$ cat config.mk
export PLATFORM = sky130hd
export DESIGN_NAME = nsc_ctrl
export DESIGN_NICKNAME = d
export VERILOG_FILES = /design/src/include/nsc_pkg.sv /design/src/verilog/nsc_ctrl.sv /design/src/verilog/nsc_fifo.sv
export SDC_FILE = /design/constraint.sdc
export NUM_CORES = 1
export LEC_CHECK = 0
export ABC_AREA = 0
export BUFFER_PORTS_ARGS = -buffer_cell sky130_fd_sc_hd__buf_2
export CORE_AREA = 2 2 187 189
export DETAILED_ROUTE_END_ITERATION = 12
export DIE_AREA = 0 0 189 191
export GPL_ROUTABILITY_DRIVEN = 0
export GPL_TIMING_DRIVEN = 0
export PLACE_DENSITY = 0.65
export SLEW_MARGIN = 20
export SYNTH_ARGS = -nofsm -noshare
export SYNTH_HDL_FRONTEND = slang
export SYNTH_SLANG_ARGS = --single-unit
$ cat constraint.sdc
create_clock -name i_ref_clk -period 3.6 [get_ports i_ref_clk]
set_clock_uncertainty 0.15 [all_clocks]
set_input_delay 0.72 -clock i_ref_clk [delete_from_list [all_inputs] [get_ports i_ref_clk]]
set_output_delay 0.72 -clock i_ref_clk [all_outputs]
set_load 0.02 [all_outputs]
$ cat src/include/nsc_pkg.sv
// package of constants and carriers for the nand status and identifier controller
package nsc_pkg;
    // ***********************************************
    // axi4-lite register map of the controller
    // ***********************************************
    localparam logic [7:0] NSC_REG_CTRL = 8'h00;
    localparam logic [7:0] NSC_REG_STAT = 8'h04;
    localparam logic [7:0] NSC_REG_ID = 8'h08;
    localparam logic [7:0] NSC_REG_BAD = 8'h0c;
    localparam logic [7:0] NSC_REG_FIFO = 8'h10;
    localparam logic [7:0] NSC_REG_ADDR = 8'h14;
    // ctrl fields: bit0 start, bits3:1 operation, bit4 write-protect release
    localparam int NSC_CTRL_START = 0;
    localparam int NSC_CTRL_OP_LSB = 1;
    localparam int NSC_CTRL_WP = 4;
    localparam logic [2:0] NSC_OP_RESET = 3'h0;
    localparam logic [2:0] NSC_OP_STATUS = 3'h1;
    localparam logic [2:0] NSC_OP_ID = 3'h2;
    localparam logic [2:0] NSC_OP_BADCHK = 3'h3;
    localparam logic [2:0] NSC_OP_READ = 3'h4;
    // ***********************************************
    // device command codes and status bits
    // ***********************************************
    localparam logic [7:0] NSC_CMD_RESET = 8'hff;
    localparam logic [7:0] NSC_CMD_STATUS = 8'h70;
    localparam logic [7:0] NSC_CMD_ID = 8'h90;
    localparam logic [7:0] NSC_CMD_READ0 = 8'h00;
    localparam logic [7:0] NSC_CMD_READ1 = 8'h30;
    localparam logic [7:0] NSC_ERASED = 8'hff;
    localparam int NSC_ST_FAIL = 0;
    localparam int NSC_ST_FAIL_PREV = 1;
    localparam int NSC_ST_CTRL_IDLE = 5;
    localparam int NSC_ST_READY = 6;
    localparam int NSC_ST_NOT_WP = 7;
    // spare area column of a byte-wide 2 KB page
    localparam logic [15:0] NSC_SPARE_COL = 16'h0800;
    // ***********************************************
    // timing
    // ***********************************************
    localparam int NSC_CLK_PS = 8000;
    localparam int NSC_STROBE_NS = 30;
    localparam int NSC_STROBE_CYC = (NSC_STROBE_NS * 1000 + NSC_CLK_PS - 1) / NSC_CLK_PS;
    localparam int NSC_WB_NS = 100;
    localparam int NSC_WB_CYC = (NSC_WB_NS * 1000 + NSC_CLK_PS - 1) / NSC_CLK_PS;
    localparam int NSC_RST_MAX_US = 500;
    localparam int NSC_RST_TMO_CYC = NSC_RST_MAX_US * 1000000 / NSC_CLK_PS;
    localparam int NSC_FIFO_DEPTH = 8;
    // ***********************************************
    // pin carrier
    // ***********************************************
    typedef struct packed {
        logic cs_n;
        logic cmd_latch;
        logic addr_latch;
        logic wr_n;
        logic rd_n;
        logic wp_n;
        logic [7:0] dq_out;
        logic dq_oe;
    } nsc_pins_s;
endpackage

$ cat src/verilog/nsc_ctrl.sv
// host-side nand controller: reset, status poll, identifier read, bad-block check
//
// Behaviour
// - write protect set before write strobe rises
// - chip select may drop between transfers
// - non-ones marker on page one/two: bad; block 0 is reported good whatever its marker says
// - read markers before any erase
//
// Added by the designer: the AXI4-Lite interface to the registers and the address map.
`timescale 1ns/1ps
`default_nettype none
module nsc_ctrl
    import nsc_pkg::*;
#(
    parameter int RST_TMO_CYC = NSC_RST_TMO_CYC
) (
    // clock and reset
    input wire logic i_ref_clk,
    input wire logic i_resetn,
    // axi4-lite slave
    input wire logic [7:0] i_awaddr,
    input wire logic i_awvalid,
    output logic o_awready,
    input wire logic [31:0] i_wdata,
    input wire logic [3:0] i_wstrb,
    input wire logic i_wvalid,
    output logic o_wready,
    output logic [1:0] o_bresp,
    output logic o_bvalid,
    input wire logic i_bready,
    input wire logic [7:0] i_araddr,
    input wire logic i_arvalid,
    output logic o_arready,
    output logic [31:0] o_rdata,
    output logic [1:0] o_rresp,
    output logic o_rvalid,
    input wire logic i_rready,
    // nand pins
    output nsc_pins_s o_pins,
    input wire logic [7:0] i_dq,
    input wire logic i_ready_busy_n
);
    // ***********************************************
    // state
    // ***********************************************
    typedef enum logic [6:0] {
        S_IDLE = 7'b0000001,
        S_CMD = 7'b0000010,
        S_ADDR = 7'b0000100,
        S_CMD2 = 7'b0001000,
        S_WAIT = 7'b0010000,
        S_DATA = 7'b0100000,
        S_DONE = 7'b1000000
    } nsc_state_e;

    nsc_state_e state;
    logic [2:0] op;
    logic [7:0] cmd;
    logic [2:0] addr_idx;
    logic [2:0] data_left;
    logic [2:0] addr_cnt;
    logic [1:0] phase;
    logic [3:0] tick;
    logic [31:0] wait_cnt;
    logic busy;
    logic timeout;
    logic wp_release;
    logic [15:0] blk_row;
    logic [7:0] status_byte;
    logic [31:0] id_word;
    logic bad_flag;
    logic checked;
    logic page2;
    logic [1:0] id_pos;
    logic start;
    logic aw_hold;
    logic w_hold;
    logic [7:0] aw_addr;
    logic [31:0] w_data;
    logic fifo_in_valid;
    logic fifo_in_ready;
    logic fifo_out_valid;
    logic [7:0] fifo_out_data;
    logic fifo_pop;
    logic [7:0] addr_byte;
    logic strobe_done;

    // ***********************************************
    // axi4-lite write path
    // ***********************************************
    assign o_awready = !aw_hold;
    assign o_wready = !w_hold;
    assign o_bresp = 2'b00;
    assign start = aw_hold && w_hold && !o_bvalid;

    always_ff @(posedge i_ref_clk or negedge i_resetn) begin
        if (!i_resetn) begin
            aw_hold <= 1'b0;
            w_hold <= 1'b0;
            aw_addr <= '0;
            w_data <= '0;
            o_bvalid <= 1'b0;
        end else begin
            if (i_awvalid && o_awready) begin
                aw_hold <= 1'b1;
                aw_addr <= i_awaddr;
            end
            if (i_wvalid && o_wready) begin
                w_hold <= 1'b1;
                w_data <= i_wdata;
            end
            if (start) begin
                aw_hold <= 1'b0;
                w_hold <= 1'b0;
                o_bvalid <= 1'b1;
            end else if (o_bvalid && i_bready) begin
                o_bvalid <= 1'b0;
            end
        end
    end

    // ***********************************************
    // axi4-lite read path
    // ***********************************************
    assign o_arready = !o_rvalid;
    assign o_rresp = 2'b00;
    assign fifo_pop = i_arvalid && o_arready && (i_araddr == NSC_REG_FIFO);

    always_ff @(posedge i_ref_clk or negedge i_resetn) begin
        if (!i_resetn) begin
            o_rvalid <= 1'b0;
            o_rdata <= '0;
        end else if (i_arvalid && o_arready) begin
            o_rvalid <= 1'b1;
            unique case (i_araddr)
                NSC_REG_CTRL: o_rdata <= {27'h0, wp_release, op, busy};
                NSC_REG_STAT: o_rdata <= {22'h0, timeout, checked, status_byte};
                NSC_REG_ID: o_rdata <= id_word;
                NSC_REG_BAD: o_rdata <= {15'h0, bad_flag, blk_row};
                NSC_REG_FIFO: o_rdata <= {22'h0, !fifo_in_ready, fifo_out_valid, fifo_out_data};
                NSC_REG_ADDR: o_rdata <= {16'h0, blk_row};
                default: o_rdata <= 32'h0;
            endcase
        end else if (o_rvalid && i_rready) begin
            o_rvalid <= 1'b0;
        end
    end

    // ***********************************************
    // register write effects
    // ***********************************************
    always_ff @(posedge i_ref_clk or negedge i_resetn) begin
        if (!i_resetn) begin
            wp_release <= 1'b0;
            blk_row <= '0;
        end else if (start && (aw_addr == NSC_REG_CTRL) && i_wstrb[0]) begin
            // protect level changes only while idle, so it settles before any strobe
            if (!busy) begin
                wp_release <= w_data[NSC_CTRL_WP];
            end
        end else if (start && (aw_addr == NSC_REG_ADDR)) begin
            blk_row <= w_data[15:0];
        end
    end

    // ***********************************************
    // pin sequencer
    // ***********************************************
    assign strobe_done = (tick == 4'(NSC_STROBE_CYC - 1));

    always_comb begin
        // row address selects page 0 or 1 of the block (block index times 64)
        unique case (addr_idx)
            3'd0: addr_byte = NSC_SPARE_COL[7:0];
            3'd1: addr_byte = NSC_SPARE_COL[15:8];
            3'd2: addr_byte = {blk_row[1:0], 5'h0, page2};
            3'd3: addr_byte = blk_row[9:2];
            default: addr_byte = (op == NSC_OP_ID) ? 8'h00 : {2'h0, blk_row[15:10]};
        endcase
    end

    always_ff @(posedge i_ref_clk or negedge i_resetn) begin
        if (!i_resetn) begin
            state <= S_IDLE;
            op <= NSC_OP_RESET;
            cmd <= '0;
            addr_idx <= '0;
            addr_cnt <= '0;
            data_left <= '0;
            phase <= '0;
            tick <= '0;
            wait_cnt <= '0;
            busy <= 1'b0;
            timeout <= 1'b0;
            page2 <= 1'b0;
            id_pos <= '0;
            o_pins <= '{cs_n: 1'b1, cmd_latch: 1'b0, addr_latch: 1'b0, wr_n: 1'b1,
                        rd_n: 1'b1, wp_n: 1'b0, dq_out: 8'h00, dq_oe: 1'b0};
        end else begin
            o_pins.wp_n <= wp_release;
            unique case (state)
                S_IDLE: begin
                    o_pins.cs_n <= 1'b1;
                    if (start && (aw_addr == NSC_REG_CTRL) && w_data[NSC_CTRL_START]) begin
                        op <= w_data[NSC_CTRL_OP_LSB +: 3];
                        busy <= 1'b1;
                        timeout <= 1'b0;
                        page2 <= 1'b0;
                        id_pos <= '0;
                        state <= S_CMD;
                        unique case (w_data[NSC_CTRL_OP_LSB +: 3])
                            NSC_OP_RESET: cmd <= NSC_CMD_RESET;
                            NSC_OP_STATUS: cmd <= NSC_CMD_STATUS;
                            NSC_OP_ID: cmd <= NSC_CMD_ID;
                            default: cmd <= NSC_CMD_READ0;
                        endcase
                    end
                end
                S_CMD, S_CMD2, S_ADDR: begin
                    o_pins.cs_n <= 1'b0;
                    o_pins.dq_oe <= 1'b1;
                    o_pins.cmd_latch <= (state != S_ADDR);
                    o_pins.addr_latch <= (state == S_ADDR);
                    o_pins.dq_out <= (state == S_ADDR) ? addr_byte : cmd;
                    o_pins.wr_n <= (tick >= 4'(NSC_STROBE_CYC / 2));
                    tick <= strobe_done ? '0 : tick + 1'b1;
                    if (strobe_done) begin
                        o_pins.wr_n <= 1'b1;
                        wait_cnt <= '0;
                        if (state == S_CMD && op == NSC_OP_ID) begin
                            addr_cnt <= 3'd1;
                            addr_idx <= 3'd4;
                            state <= S_ADDR;
                        end else if (state == S_CMD && op >= NSC_OP_BADCHK) begin
                            addr_cnt <= 3'd5;
                            addr_idx <= '0;
                            state <= S_ADDR;
                        end else if (state == S_ADDR && addr_cnt != 3'd1) begin
                            addr_cnt <= addr_cnt - 1'b1;
                            addr_idx <= addr_idx + 1'b1;
                        end else if (state == S_ADDR && op != NSC_OP_ID) begin
                            cmd <= NSC_CMD_READ1;
                            state <= S_CMD2;
                        end else begin
                            state <= S_WAIT;
                        end
                    end
                end
                S_WAIT: begin
                    o_pins.cmd_latch <= 1'b0;
                    o_pins.addr_latch <= 1'b0;
                    o_pins.dq_oe <= 1'b0;
                    wait_cnt <= wait_cnt + 1'b1;
                    // busy may only appear a while after the strobe, so the pin is ignored first
                    if (wait_cnt >= 32'(NSC_WB_CYC)) begin
                        if (i_ready_busy_n || op == NSC_OP_STATUS || op == NSC_OP_ID) begin
                            data_left <= (op == NSC_OP_ID) ? 3'd4 : 3'd1;
                            state <= (op == NSC_OP_RESET) ? S_DONE : S_DATA;
                        end else if (wait_cnt >= 32'(RST_TMO_CYC)) begin
                            timeout <= 1'b1;
                            state <= S_DONE;
                        end
                    end
                end
                S_DATA: begin
                    o_pins.rd_n <= (tick < 4'(NSC_STROBE_CYC / 2));
                    tick <= strobe_done ? '0 : tick + 1'b1;
                    if (strobe_done) begin
                        o_pins.rd_n <= 1'b1;
                        data_left <= data_left - 1'b1;
                        id_pos <= id_pos + 1'b1;
                        // single-byte reads stop here unless an erased page-one marker sends a bad check to page two; the page never rolls over
                        if (data_left == 3'd1) begin
                            if (op == NSC_OP_BADCHK && i_dq == NSC_ERASED && !page2) begin
                                page2 <= 1'b1;
                                cmd <= NSC_CMD_READ0;
                                state <= S_CMD;
                            end else begin
                                state <= S_DONE;
                            end
                        end
                    end
                end
                S_DONE: begin
                    o_pins.cs_n <= 1'b1;
                    busy <= 1'b0;
                    state <= S_IDLE;
                end
                default: state <= S_IDLE;
            endcase
        end
    end

    // ***********************************************
    // captured results
    // ***********************************************
    always_ff @(posedge i_ref_clk or negedge i_resetn) begin
        if (!i_resetn) begin
            status_byte <= '0;
            id_word <= '0;
            bad_flag <= 1'b0;
            checked <= 1'b0;
        end else if (state == S_DATA && strobe_done) begin
            if (op == NSC_OP_STATUS) begin
                status_byte <= i_dq;
            end
            if (op == NSC_OP_ID) begin
                id_word[8*id_pos +: 8] <= i_dq;
            end
            if (op == NSC_OP_BADCHK && data_left == 3'd1) begin
                // block zero is taken as good whatever the marker says
                bad_flag <= (i_dq != NSC_ERASED) && (blk_row != 16'h0);
                checked <= 1'b1;
            end
        end
    end

    // ***********************************************
    // page data fifo
    // ***********************************************
    assign fifo_in_valid = (state == S_DATA) && strobe_done && (op == NSC_OP_READ);

    nsc_fifo #(
        .WIDTH(8),
        .DEPTH(NSC_FIFO_DEPTH)
    ) u_fifo (
        .i_ref_clk(i_ref_clk),
        .i_resetn(i_resetn),
        .i_valid(fifo_in_valid),
        .i_data(i_dq),
        .o_ready(fifo_in_ready),
        .o_valid(fifo_out_valid),
        .o_data(fifo_out_data),
        .i_ready(fifo_pop)
    );
endmodule
`default_nettype wire

$ cat src/verilog/nsc_fifo.sv
// small synchronous fifo with valid/ready on both sides
`timescale 1ns/1ps
`default_nettype none
module nsc_fifo #(
    parameter int WIDTH = 8,
    parameter int DEPTH = 8
) (
    // clock and reset
    input wire logic i_ref_clk,
    input wire logic i_resetn,
    // fill side
    input wire logic i_valid,
    input wire logic [WIDTH-1:0] i_data,
    output logic o_ready,
    // drain side
    output logic o_valid,
    output logic [WIDTH-1:0] o_data,
    input wire logic i_ready
);
    localparam int AW = $clog2(DEPTH);
    logic [WIDTH-1:0] mem [DEPTH];
    logic [AW-1:0] wr_ptr;
    logic [AW-1:0] rd_ptr;
    logic [AW:0] count;
    logic push;
    logic pop;

    assign o_ready = (count != (AW+1)'(DEPTH)) ? 1'b1 : 1'b0;
    assign push = i_valid && o_ready;
    assign pop = o_valid && i_ready;
    assign o_valid = (count != '0);
    assign o_data = mem[rd_ptr];

    always_ff @(posedge i_ref_clk) begin
        if (push) begin
            mem[wr_ptr] <= i_data;
        end
    end

    always_ff @(posedge i_ref_clk or negedge i_resetn) begin
        if (!i_resetn) begin
            wr_ptr <= '0;
            rd_ptr <= '0;
            count <= '0;
        end else begin
            if (push) begin
                wr_ptr <= (wr_ptr == AW'(DEPTH - 1)) ? '0 : wr_ptr + 1'b1;
            end
            if (pop) begin
                rd_ptr <= (rd_ptr == AW'(DEPTH - 1)) ? '0 : rd_ptr + 1'b1;
            end
            if (push && !pop) begin
                count <= count + 1'b1;
            end else if (pop && !push) begin
                count <= count - 1'b1;
            end
        end
    end
endmodule
`default_nettype wire
## Word-level counts from Yosys, hierarchy flattened

Memories as Yosys holds them, arrays and structs flattened.
Index checks and enable logic that the tools add are counted.

- Register bits after elaboration: 212
- RAM bits: 64
- Input bits: 68
- Output and inout bits: 56
- Word-level logic and storage cells: 256
- Memories: 1

Memories:

| memory | words | bits a word | rd ports | clocked after Yosys merged registers in | write ports | line | source |
|---|---|---|---|---|---|---|---|
| u_fifo.mem | 8 | 8 | 1 | 0 | 1 | nsc_fifo.sv:21 | `logic [WIDTH-1:0] mem [DEPTH];` |

- Add/sub/neg operators: 11
- Magnitude comparators: 5
- Equal/unequal tests: 47
- Shifts and indexed selects: 2
- Multiplexer cells: 78
- Bitwise gates (word level): 2
- Reductions and logical operators: 74

Operator list:

| cell | number |
|---|---|
| $pmux W32 S6 | 1 |
| $mux W7 | 12 |
| $mux W8 | 10 |
| $pmux W32 S2 | 1 |
| $pmux W8 S3 | 2 |
| $mux W3 | 12 |
| $neg A5 Y34 | 1 |
| $shift A8 B34 Y32 const A | 1 |
| $shiftx A8 B34 Y32 | 1 |
| $add A32 B1 Y32 const B | 1 |
| $bwmux W32 | 1 |
| $ge A32 B16 Y1 const B | 1 |
| $ge A32 B4 Y1 const B | 1 |
| $mux W32 | 1 |
| $pmux W8 S4 | 1 |
| $pmux W7 S4 | 1 |
| $logic_and A1 B1 Y1 | 26 |
| $ne A2 B2 Y1 const B | 13 |
| $eq A8 B5 Y1 const B | 3 |
| $reduce_bool A2 Y1 | 11 |
| $mux W1 | 21 |
| $eq A8 B4 Y1 const B | 2 |
| $logic_not A8 Y1 | 2 |
| $reduce_and A2 Y1 | 8 |
| other kinds (49) | 85 |

## Depth between registers and ports, before layout

Gate-level depths: netlist of run 1.

- Word-level depth: 8
- Gate-level depth with buffers: 12
- Depth with buffers taken out: 12

## Cells and area by module

Synthesis of run 1 repeated with hierarchy kept, for this count alone.

- Cell total of the unflattened synthesis: 1094
- Area, all modules: 13028.7 um^2

Modules (own cells, without submodules):

| module | times used | cells an instance | area each (um^2) | seq. area each (um^2) |
|---|---|---|---|---|
| nsc_ctrl | 1 | 936 | 9870.7 | 4984.8 |
| nsc_fifo | 1 | 158 | 3158.0 | 2172.1 |

## Least setup slack after synthesis of run 1

OpenSTA, ideal clock, no wires.

- Path type: register to register
- Start: register tick[1]
- End: register u_fifo.count[3]
- Setup time: 0.127 ns
- Arrival time: 2.919 ns
- Data required time: 3.323 ns
- Path slack: 0.405 ns
- Cell stages (with the launch flop): 13
- Path buffers: 0
- Period minus slack after synthesis: 3.195 ns
- Path through: dfrtp_1 ha_1 nor3b_4 nand3_2 a2111oi_4 ha_1 inv_1 ha_1 a21o_1 a21oi_1 xnor2_1 nor2_1 xor2_1

- Longest elaborated chain between the ends: 7
- Elaborated cells between the ends (all ways): 9
- Classes of those cells: eq/ne (1); mux (1); reduce/logical (7)

RTL lines:

| item | line | source |
|---|---|---|
| start, declared | nsc_ctrl.sv:63 | `logic [3:0] tick;` |
| start signal, assigned | nsc_ctrl.sv:226 | `tick <= strobe_done ? '0 : tick + 1'b1;` |
| start signal, assigned | nsc_ctrl.sv:267 | `tick <= strobe_done ? '0 : tick + 1'b1;` |
| $eq A4 B2 Y1 (*) | nsc_ctrl.sv:169 | `assign strobe_done = (tick == 4'(NSC_STROBE_CYC - 1));` |
| $logic_and A1 B1 Y1 (*) (2 in series) | nsc_ctrl.sv:321 | `assign fifo_in_valid = (state == S_DATA) && strobe_done && (op == NSC_OP_READ);` |
| $logic_and A1 B1 Y1 (*) | nsc_fifo.sv:29 | `assign push = i_valid && o_ready;` |
| named net u_fifo.push | nsc_fifo.sv:25 | `logic push;` |
| $logic_not A1 Y1 | nsc_fifo.sv:54 | `end else if (pop && !push) begin` |
| $logic_and A1 B1 Y1 | nsc_fifo.sv:54 |  |
| $reduce_bool A2 Y1 (no source line) | -- |  |
| end signal, assigned | nsc_fifo.sv:53 | `count <= count + 1'b1;` |
| end signal, assigned | nsc_fifo.sv:55 | `count <= count - 1'b1;` |
| end, declared | nsc_fifo.sv:24 | `logic [AW:0] count;` |

Mark *: on every way through the listed nets, which the timed path passes. The rest lies on a longest branch.
A chain may end at the register's enable or synchronous reset.

## Worst setup path in the final report of run 1

- Start: register state[3]
- End: register u_fifo.count[3]

- Longest elaborated chain between the ends: 7
- Elaborated cells between the ends (all ways): 9
- Classes of those cells: eq/ne (1); mux (1); reduce/logical (7)

RTL lines:

| item | line | source |
|---|---|---|
| start, declared | nsc_ctrl.sv:56 | `nsc_state_e state;` |
| start signal, assigned | nsc_ctrl.sv:258 | `state <= (op == NSC_OP_RESET) ? S_DONE : S_DATA;` |
| $eq A7 B6 Y1 (*) | nsc_ctrl.sv:321 |  |
| $logic_and A1 B1 Y1 (*) (2 in series) | nsc_ctrl.sv:321 |  |
| $logic_and A1 B1 Y1 (*) | nsc_fifo.sv:29 |  |
| named net u_fifo.push | nsc_fifo.sv:25 |  |
| $logic_not A1 Y1 | nsc_fifo.sv:54 |  |
| $logic_and A1 B1 Y1 | nsc_fifo.sv:54 |  |
| $reduce_bool A2 Y1 (no source line) | -- |  |

Marks and branches as above.

==> metrics.txt, run 1 <==
Worst-path clk slew 0.06 ns; share of cells above drive strength 1 22.75%; violated checks hold timing; Syn. warnings 0; Worst slew margin 29.91%; clock latency at the later pin of the worst-skew pair 0.54 ns; outcome finished, violations left; # rows 68; internal reg-to-reg setup slack 0.41 ns; First-pass DRT Iterations 7; count of buffers from port buffering 100; hpwl dp 22.54 mm; CTS Sinks 273; Synth async-reset ratio 76.56%; initial antenna violation count 0; total CTS buffers 29; H-tree Lvls 1; CTS max path bufs 3; area leader, netlist dfrtp_1; wire per inst 18.25 µm; R2R Path End u_fifo.count[3]; WP data required 3.86 ns; Worst setup SP type flip-flop; DRC errors left 0; top cell family by delay on the critical path compound AO/OA/AOI/OAI gates; Hold Path Class input port to asynchronous set/reset pin; Seq cells post-synth 273; CTS root buffer clkbuf_16; Mapped Cells 1115; Critical-path top delay cell a2111oi_4; Synth top area share 40.00%; CP Max Fanout 10; Placed Instance Area 14000 µm²; Final #Nets 1349; vias per inst 5.396; total leakage power 6.223 nW; Hold WS -0.01517 ns; Hold Vio Cnt, Final 7; Bufs and invs on worst path 2; Post-Synthesis Cell Area 12820 µm²; top_reg_cell synth dfrtp_1; CP cell instances buf_4, nor3_4, nand3_2, a2111oi_4, ha_1, inv_1, ha_1, a21o_1, a21oi_1, xnor2_1, nor2_1, xor2_1; DIE HEIGHT 191 µm; largest net degree at the start of global routing 86; EDFF count, synth 64; CTS tree built; GRT Resource Usage Total 17.59%; top cells by count, synth dfrtp_1, nand2_1, o21ai_0; RR Startpoint state[3]; vias in the first global route 9160; Setup TNS 0 ns; Area contributors post-synth dfrtp_1, edfxtp_1, mux2_2; final setup fails 0; die area 36100 µm²; Worst Path Arrival 3.45 ns; VDD IR max 0.2788 mV; CORE AREA 34120 µm²; # IOs 124; distinct cell type count after synthesis 78; max frequency 314.0 MHz; Synth Area per Inst 11.50 µm²; remaining global-route overflow 0; global-route wire length before repair 50.53 mm; worst slew pin tran 1.049 ns; Most common cell on crit path ha_1; FF-to-FF path depth 12; Initial Util 37.59%; PwrDens 573.7 nW/µm²; ratio of final minimum period to clock period 88.48%; total of max-cap violations 0; Die W 189 µm; Crit. End Element flip-flop; minimum clock period 3.185 ns; CP peak stage delay 0.41 ns; Post-DRT Antenna Nets 0; final WL 31.57 mm; Antenna Cells 0; total number of vias 9335; register area share after synthesis 55.81%; worst setup path class flip-flop to flip-flop; final count of pins violating max slew 0; Starting DRT DRC Count 769; RSZ-0062 raised after global routing false; P&R area growth vs syn 17.05%; most common cell in the netlist dfrtp_1; Final Cell Area 15010 µm²; hold buffers post-CTS 0
==> what timing repair did <==
item                       CTS  global route
pin swaps                    0             1
setup endpoints to repair    1             1
gates resized for setup      0             0
setup buffers                1             1
==> cells by family after synthesis <==
logic type,count (synthesis),synth area share (%)
AND/OR/NAND/NOR,373,15.36
flip-flops,273,55.81
AO/OA/AOI/OAI,244,12.23
multiplexers,100,10.11
buffers and inverters,86,2.995
adder cells (fa/ha/maj),28,2.790
XOR/XNOR,10,0.6830
other,1,0.02924
==> where the power goes <==
part / total (W) / switching [W] / internal [W]
clock: 0.00307 / 0.00118 / 0.00189
combinational: 0.00166 / 0.000962 / 0.000701
sequential: 0.00388 / 0.000336 / 0.00354
total: 0.00861 / 0.00248 / 0.00613
==> registers in the layout, indices dropped and copies added (netlist names), 8 cells and up <==
register,flops
w_data,16
id_word,32
blk_row,16
u_fifo.mem,64
aw_addr,8
status_byte,8
wait_cnt,32
o_pins,15
o_rdata,32
==> layer usage <==
layer / track usage, % / wire length (µm) / up-vias
met4: 4.627 / 759 / 0
met1: 23.49 / 13820 / 4632
met5: 0 / 0 / -
met3: 2.534 / 1698 / 46
li1: - / - / 4381
met2: 30.04 / 15300 / 276
==> cells in the final DEF, fill, tap and decap left out, drive strengths merged, types with 27 or more instances in the layout <==
master  Yosys  routed
a21oi      50      50
nor2       40      40
nand2     164     164
o21ai     107     107
dfrtp     205     205
inv        27      27
ha         27      27
edfxtp     64      64
clkbuf     37      81
mux2       76      76
buf        22     126
==> stage by stage <==
step	utilization (%)	setup WS (ns)	instances	total power [W]	hold WS, ns
floorplan	-	0.4048	1118	0.004999	0.2181
global placement	40.75	-1.974	1673	0.005544	0.3117
detailed placement	41.03	-0.1673	1675	0.005596	0.3176
CTS	43.96	0.1486	1729	0.008706	0.01117
global route	44.00	0.2268	1730	0.009053	0.01088
finish	44.00	0.4148	1730	0.008612	-0.01517
==> worst max-delay path by stage <==
| stage | start | endpoint | slack, ns | cells past startpoint |
|---|---|---|---|---|
| floorplan | tick[1] | u_fifo.count[3] | 0.40 | 12 |
| global placement | i_resetn | wait_cnt[7] | -1.97 | 1 |
| detailed placement | tick[1] | u_fifo.count[3] | -0.17 | 12 |
| CTS | state[3] | u_fifo.count[3] | 0.15 | 12 |
| global route | state[3] | u_fifo.count[3] | 0.23 | 12 |
| finish | state[3] | u_fifo.count[3] | 0.41 | 12 |
==> final cells by class <==
type,count,area [µm²]
fillers,3191,19110
clock inverters,9,148.9
inverters,27,101.3
multi-input cells,759,5329
clock buffers,44,842.1
plain buffers,59,282.8
well taps,455,569.3
repair buffers,104,580.6
flip-flops and latches,273,7157
(Power assumes the default switching activity.)
==> run 2: changes to the inputs <==
--- a/config.mk
+++ b/config.mk
@@ -7,12 +7,12 @@
 export LEC_CHECK = 0
 export ABC_AREA = 0
 export BUFFER_PORTS_ARGS = -buffer_cell sky130_fd_sc_hd__buf_2
-export CORE_AREA = 2 2 187 189
+export CORE_AREA = 2 2 183 185
 export DETAILED_ROUTE_END_ITERATION = 12
-export DIE_AREA = 0 0 189 191
+export DIE_AREA = 0 0 185 187
 export GPL_ROUTABILITY_DRIVEN = 0
 export GPL_TIMING_DRIVEN = 0
-export PLACE_DENSITY = 0.65
+export PLACE_DENSITY = 0.67
 export SLEW_MARGIN = 20
 export SYNTH_ARGS = -nofsm -noshare
 export SYNTH_HDL_FRONTEND = slang
==> run 2 against run 1 <==
Compared with the run above: the run now ends clean; via count down 0.60%; sequential share of layout area grew 0.28 points; non-clock buffer count grew 1; hold slack gained 0.23 ns; utilization increased by 1.4 points; global-route usage grew 0.75 points; die area shrank 4.2%; count of clock-buffer cells in the layout shrank 1; fmax down 1.4%; clock power down 6.8%; highest routed layer unchanged.
==> metrics.txt, run 2 (synthesized netlist as in run 1, its figures left out) <==
outcome finished, final reports clean; PwrDens 562.8 nW/µm² (-1.9%); CP Max Fanout 6 (-4); final setup fails 0 (unchanged); Initial Util 39.02% (+1.4 points); total number of vias 9279 (-0.60%); total leakage power 6.193 nW (-0.49%); Reg power frac 46.1% (+1.1 points); Worst-path clk slew 0.06 ns (about the same); P&R area growth vs syn 16.38%; CTS max path bufs 3 (unchanged); largest net degree at the start of global routing 102 (+19%); Largest register FFs 64 (unchanged); register with the most flip-flops u_fifo.mem; Die W 185 µm (-2.1%); ratio of final minimum period to clock period 89.73% (+1.2 points); Post-Place Cells 1668 (-0.42%); most common cell after layout, fill and taps aside dfrtp_1; VDD IR max 0.3411 mV (+22%); DRC errors left 0 (unchanged); Worst setup SP type flip-flop; final WL 31.25 mm (-1.0%); Filler Cells Inserted 3062 (-4.0%); WP data required 3.89 ns (+0.03 ns); power share of the clock group 34.1% (-1.6 points); total CTS buffers 29 (unchanged); Worst Hold Path Cells 2; global-route wire length before repair 50.42 mm (-0.22%); worst setup path class flip-flop to flip-flop; Post-DRT Antenna Nets 0 (unchanged); CORE AREA 32860 µm² (-3.7%); Hold Vio Cnt, Final 0 (-7); worst slew pin tran 1.136 ns (+0.08686 ns); GRT Resource Usage Total 18.34% (+0.75 points); total of max-cap violations 0 (unchanged); Non-Filler Instances 1726 (-0.23%); share of cells above drive strength 1 22.73% (about the same); DIE HEIGHT 187 µm (-2.1%); minimum clock period 3.230 ns (+0.04497 ns); switching fraction of total power 29.95% (+1.1 points); Setup TNS 0 ns (unchanged); CTS tree built; H-tree Lvls 1 (unchanged); First-pass DRT Iterations 5 (-2); remaining global-route overflow 0 (unchanged); Resize count post-CTS 0 (unchanged); HP Start i_bready; initial antenna violation count 2 (+2); wire per inst 18.11 µm (-0.79%); Hold Path Class input port to flip-flop; # IOs 124 (unchanged); commonest non-fill, non-tap cells in the layout dfrtp_1, nand2_1, buf_2, o21ai_0, mux2_2; switching power 0.002516 W (+1.4%); hpwl dp 22.17 mm (-1.6%); count of buffers from port buffering 100 (unchanged); final count of pins violating max slew 0 (unchanged); die area 34600 µm² (-4.2%); Worst slew margin 23.69% (-6.2 points); vias per inst 5.376 (-0.37%); CTS root buffer clkbuf_16; Comb pwr share 19.8% (+0.5 points); Placed Instance Area 13990 µm² (about the same); Crit. End Element flip-flop; critical path startpoint u_fifo.count[0]; # rows 67 (-1.5%); Final Cell Area 14920 µm² (-0.57%); Worst Path Arrival 3.52 ns (+0.07 ns); vias in the first global route 9146 (-0.15%); RR Startpoint u_fifo.count[0]; FF-to-FF path depth 11 (-1); Final #Nets 1350 (+0.074%); P_int 0.005883 W (-4.0%); Starting DRT DRC Count 667 (-13%); CTS Sinks 273 (unchanged); clock latency at the later pin of the worst-skew pair 0.56 ns (+0.02 ns); max frequency 309.6 MHz (-1.4%); RSZ-0062 raised after global routing false
-- run 2: cell types whose count changed in the layout (fill, tap and decap cells not counted), sizes merged --
cell	before	now
diode	0	2
dlygate4sd3	0	1
clkbuf	81	80
clkinv	4	6
bufinv	4	1
inv	27	29
-- run 2: worst max-delay path, stage by stage, from the launching register on --
cell and delay [ns]:
dfrtp_1 0.43, nor3_1 0.60, nand2b_1 0.20, nand4_1 0.36, ha_1 0.26, inv_1 0.09
ha_1 0.27, a21o_1 0.18, a21oi_1 0.18, xnor2_1 0.16, nor2_1 0.08, xor2_1 0.14
-- run 2: final cells by class --
| class | count | area (µm²) | area share [%] |
|---|---|---|---|
| timing repair buffer | 105 | 590.6 | 3.957 |
| antenna | 2 | 5.005 | 0.03353 |
| sequential | 273 | 7157 | 47.95 |
| clock buffer | 43 | 818.3 | 5.483 |
| tap | 448 | 560.5 | 3.756 |
| multi-input combinational | 759 | 5324 | 35.67 |
| buffer | 59 | 282.8 | 1.895 |
| inverter | 27 | 101.3 | 0.6791 |
| clock inverter | 10 | 85.08 | 0.5701 |
-- run 2: per-layer routing --
metal  track usage [%]  vias to the layer above  share of wire, %
met4             5.403                        0               2.7
met5                 0                        -                 0
met1             24.59                     4594                43
met2             30.60                      247                49
met3             2.998                       50               5.4
li1                  -                     4388                 -
-- run 2: worst paths after layout --
check | endpoint | slack (ns)
setup reg to reg | u_fifo.count[3] | 0.37
hold reg to reg | o_pins[7] | 0.32
setup / recovery | u_fifo.count[3] | 0.37
hold / removal | o_bvalid | 0.21
min in group asynchronous | o_rdata[30] | 0.43
max in group asynchronous | aw_addr[7] | 2.12
-- run 2: timing repair --
item / CTS / global route
hold buffers: 1 / 0
pin swaps: 0 / 1
buffers inserted: 1 / 1
hold endpoints to repair: 13 / 0
setup endpoints to repair: 9 / 1
-- run 2: stage by stage --
step / setup WS, ns / util, % / power (W) / hold WS, ns
detailed placement: -0.1897 / 42.58 / 0.005594 / 0.3147
CTS: 0.08190 / 45.38 / 0.008481 / 0.1922
finish: 0.3698 / 45.42 / 0.008399 / 0.2124
floorplan: 0.4048 / - / 0.004999 / 0.2181
global route: 0.2066 / 45.40 / 0.008813 / 0.2184
global placement: -1.915 / 42.29 / 0.005537 / 0.3107
-- run 2: power by group through the flow --
stage	logic [W]	clock network [W]	registers (W)
CTS	0.00168	0.00292	0.00388
floorplan	0.00113	0	0.00387
global route	0.00183	0.00306	0.00392
finish	0.00166	0.00286	0.00387
global placement	0.00162	0	0.00392
detailed placement	0.00166	0	0.00393
==> run 3: changes to the inputs <==
--- a/config.mk
+++ b/config.mk
@@ -5,11 +5,11 @@
 export SDC_FILE = /design/constraint.sdc
 export NUM_CORES = 1
 export LEC_CHECK = 0
-export ABC_AREA = 0
+export ABC_AREA = 1
 export BUFFER_PORTS_ARGS = -buffer_cell sky130_fd_sc_hd__buf_2
-export CORE_AREA = 2 2 183 185
+export CORE_AREA = 2 2 186 188
 export DETAILED_ROUTE_END_ITERATION = 12
-export DIE_AREA = 0 0 185 187
+export DIE_AREA = 0 0 188 190
 export GPL_ROUTABILITY_DRIVEN = 0
 export GPL_TIMING_DRIVEN = 0
 export PLACE_DENSITY = 0.67
==> run 3 against run 2 <==
Compared with the run above: first-iteration DRC count is 15% higher; sequential power hardly changed; total power up 8.8%; sequential share of layout area shrank 1.9 points; design area is 4.2% higher; clock power rose by 14%; critical path depth up 6; combinational power grew 22%; non-clock buffer count is 15 lower; count of clock-buffer cells in the layout stayed put; register-to-register slack improved by 0.33 ns; via count grew 16%.
==> metrics.txt, run 3 <==
Largest register FFs 64 (unchanged); Post-Synthesis Cell Area 13280 µm² (+3.5%); Hold Path Class input port to flip-flop; RR Startpoint state[3]; P&R area growth vs syn 17.10%; CTS Sinks 273 (unchanged); Resize count post-CTS 0 (unchanged); Synth Area per Inst 8.858 µm² (-23%); Starting DRT DRC Count 767 (+15%); internal reg-to-reg setup slack 0.70 ns (+0.33 ns); area leader, netlist dfrtp_1; FF-to-FF path depth 15 (+4); final setup fails 0 (unchanged); Seq cells post-synth 273 (unchanged); commonest non-fill, non-tap cells in the layout nand2_1, dfrtp_1, nor2_1, inv_1, o21ai_0; Worst Path Arrival 3.58 ns (+0.06 ns); vias in the first global route 10313 (+13%); die area 35720 µm² (+3.3%); global-route wire length before repair 54.19 mm (+7.5%); CORE AREA 33950 µm² (+3.3%); Crit. End Element flip-flop; worst setup path class input port to flip-flop; top_reg_cell synth dfrtp_1; wire per inst 15.85 µm (-12%); CTS root buffer clkbuf_16; CP Max Fanout 10 (+4); critical path startpoint i_araddr[1]; RSZ-0062 raised after global routing false; # IOs 124 (unchanged); register with the most flip-flops u_fifo.mem; R2R Path End u_fifo.count[3]; GRT Resource Usage Total 18.85% (+0.51 points); final WL 33.55 mm (+7.4%); most common cell after layout, fill and taps aside nand2_1; clock latency at the later pin of the worst-skew pair 0.57 ns (about the same); ratio of final minimum period to clock period 90.18% (+0.46 points); First-pass DRT Iterations 6 (+1); EDFF count, synth 64 (unchanged); Antenna Cells 0 (-2); register area share after synthesis 53.90% (-1.9 points); largest net degree at the start of global routing 89 (-13%); final count of pins violating max slew 0 (unchanged); total number of vias 10771 (+16%); WP data required 3.94 ns (+0.05 ns); DIE HEIGHT 190 µm (+1.6%); initial antenna violation count 0 (-2); hpwl dp 24.16 mm (+8.9%); total of max-cap violations 0 (unchanged); Hold WS 0.1743 ns (-0.03809 ns); minimum clock period 3.247 ns (+0.01641 ns); Post-DRT Antenna Nets 0 (unchanged); Worst slew margin 46.45% (+23 points); Die W 188 µm (+1.6%); Initial Util 39.11% (+0.089 points); Synth async-reset ratio 76.56% (unchanged); Hold Vio Cnt, Final 0 (unchanged); remaining global-route overflow 0 (unchanged); Mapped Cells 1499 (+34%); CTS tree built; count of buffers from port buffering 100 (unchanged); VDD IR max 0.4768 mV (+40%); max frequency 308.0 MHz (-0.51%); worst slew pin tran 0.7959 ns (-0.3400 ns); DRC errors left 0 (unchanged); Setup crit end u_fifo.count[3]; Area contributors post-synth dfrtp_1, edfxtp_1, nand2_1; total leakage power 7.082 nW (+14%); top cells by count, synth nand2_1, dfrtp_1, nor2_1; Syn. warnings 0 (unchanged); total CTS buffers 31 (+6.9%); final core utilization 45.80% (+0.39 points); Final #Nets 1734 (+28%); Worst setup SP type input port; most common cell in the netlist nand2_1; Synth top area share 38.64% (-1.4 points); CTS max path bufs 3 (unchanged); vias per inst 5.088 (-5.4%); PwrDens 587.9 nW/µm² (+4.5%); distinct cell type count after synthesis 51 (-35%); # rows 68 (+1.5%); outcome finished, final reports clean; HP Start i_bready; share of cells above drive strength 1 14.68% (-8.0 points); Worst-path clk slew 0.06 ns (about the same); H-tree Lvls 1 (unchanged)
[run 3: changes by cell type in the layout (fill, tap and decap cells not counted), moves of 21 or more]
cell,delta
nand2_1,+137
or3_1,-21
inv_1,+133
nand3_1,+52
nor2_1,+141
mux2_2,-63
o21ai_0,+46
[run 3: kinds of logic after synthesis]
logic type / after synthesis / synth area share, %
flops: 273 / 53.90
fa+ha+maj: 28 / 2.695
other cells: 1 / 0.02824
xor+xnor: 29 / 1.913
simple gates: 672 / 22.74
buf+inv: 218 / 6.634
mux: 10 / 0.8481
compound gates: 268 / 11.24
[run 3: where the power goes]
group / switching, W / total, W / internal [W]
clock: 0.00130 / 0.00326 / 0.00197
combinational: 0.00137 / 0.00203 / 0.000655
sequential: 0.000277 / 0.00385 / 0.00357
total: 0.00295 / 0.00914 / 0.00619
[run 3: metal layers]
| metal | GRT usage, % | share of wire [%] | vias to the layer above |
|---|---|---|---|
| li1 | - | - | 5258 |
| met1 | 26.86 | 46 | 5169 |
| met2 | 30.34 | 46 | 304 |
| met3 | 2.767 | 6.1 | 40 |
| met4 | 4.603 | 1.8 | 0 |
| met5 | 0 | 0 | - |
[run 3: critical path: stages]
cell	delay, ns
buf_2	0.09
nor2_1	0.17
nand2_1	0.11
inv_1	0.08
nand2_1	0.09
nor2_4	0.27
o21ai_0	0.29
nor2_2	0.27
inv_1	0.12
ha_1	0.24
inv_1	0.13
ha_1	0.24
a21o_1	0.18
a21oi_1	0.19
nor2_1	0.06
nor2_1	0.14
xor2_1	0.17
[run 3: repair_timing]
| action | CTS | global route |
|---|---|---|
| buffers inserted | 0 | 0 |
| hold buffers | 1 | 0 |
| hold endpoints to repair | 34 | 0 |
[run 3: layout make-up]
cell class              instances  area [µm²]
clock buffers                  43       900.9
plain buffers                  46       235.2
repair buffers                103       575.6
clock inverters                14       173.9
well taps                     455       569.3
inverters                     172       645.6
multi-input cells            1011        5291
fillers                      3289       18400
flip-flops and latches        273        7157
[run 3: worst min-delay path by stage]
stage                           end  depth (start not counted)
after floorplan           o_pins[9]                          0
after global placement      checked                          2
after detailed placement    checked                          2
after CTS                  o_bvalid                          2
after global routing       o_rvalid                          2
final                      o_bvalid                          2
[run 3: per-stage QoR]
step           total power [W]  instances  cell area, µm²  setup TNS [ns]  setup slack, ns
2_1_floorplan         0.005259       1502           13290               0           0.5398
5_1_grt               0.009628       2117           15550               0           0.1269
3_5_place_dp          0.005926       2059           14450         -0.2069          -0.2069
3_3_place_gp          0.005865       2057           14360         -403.68           -1.998
4_1_cts               0.009214       2117           15530               0           0.3833
6_report              0.009141       2117           15550               0           0.3534
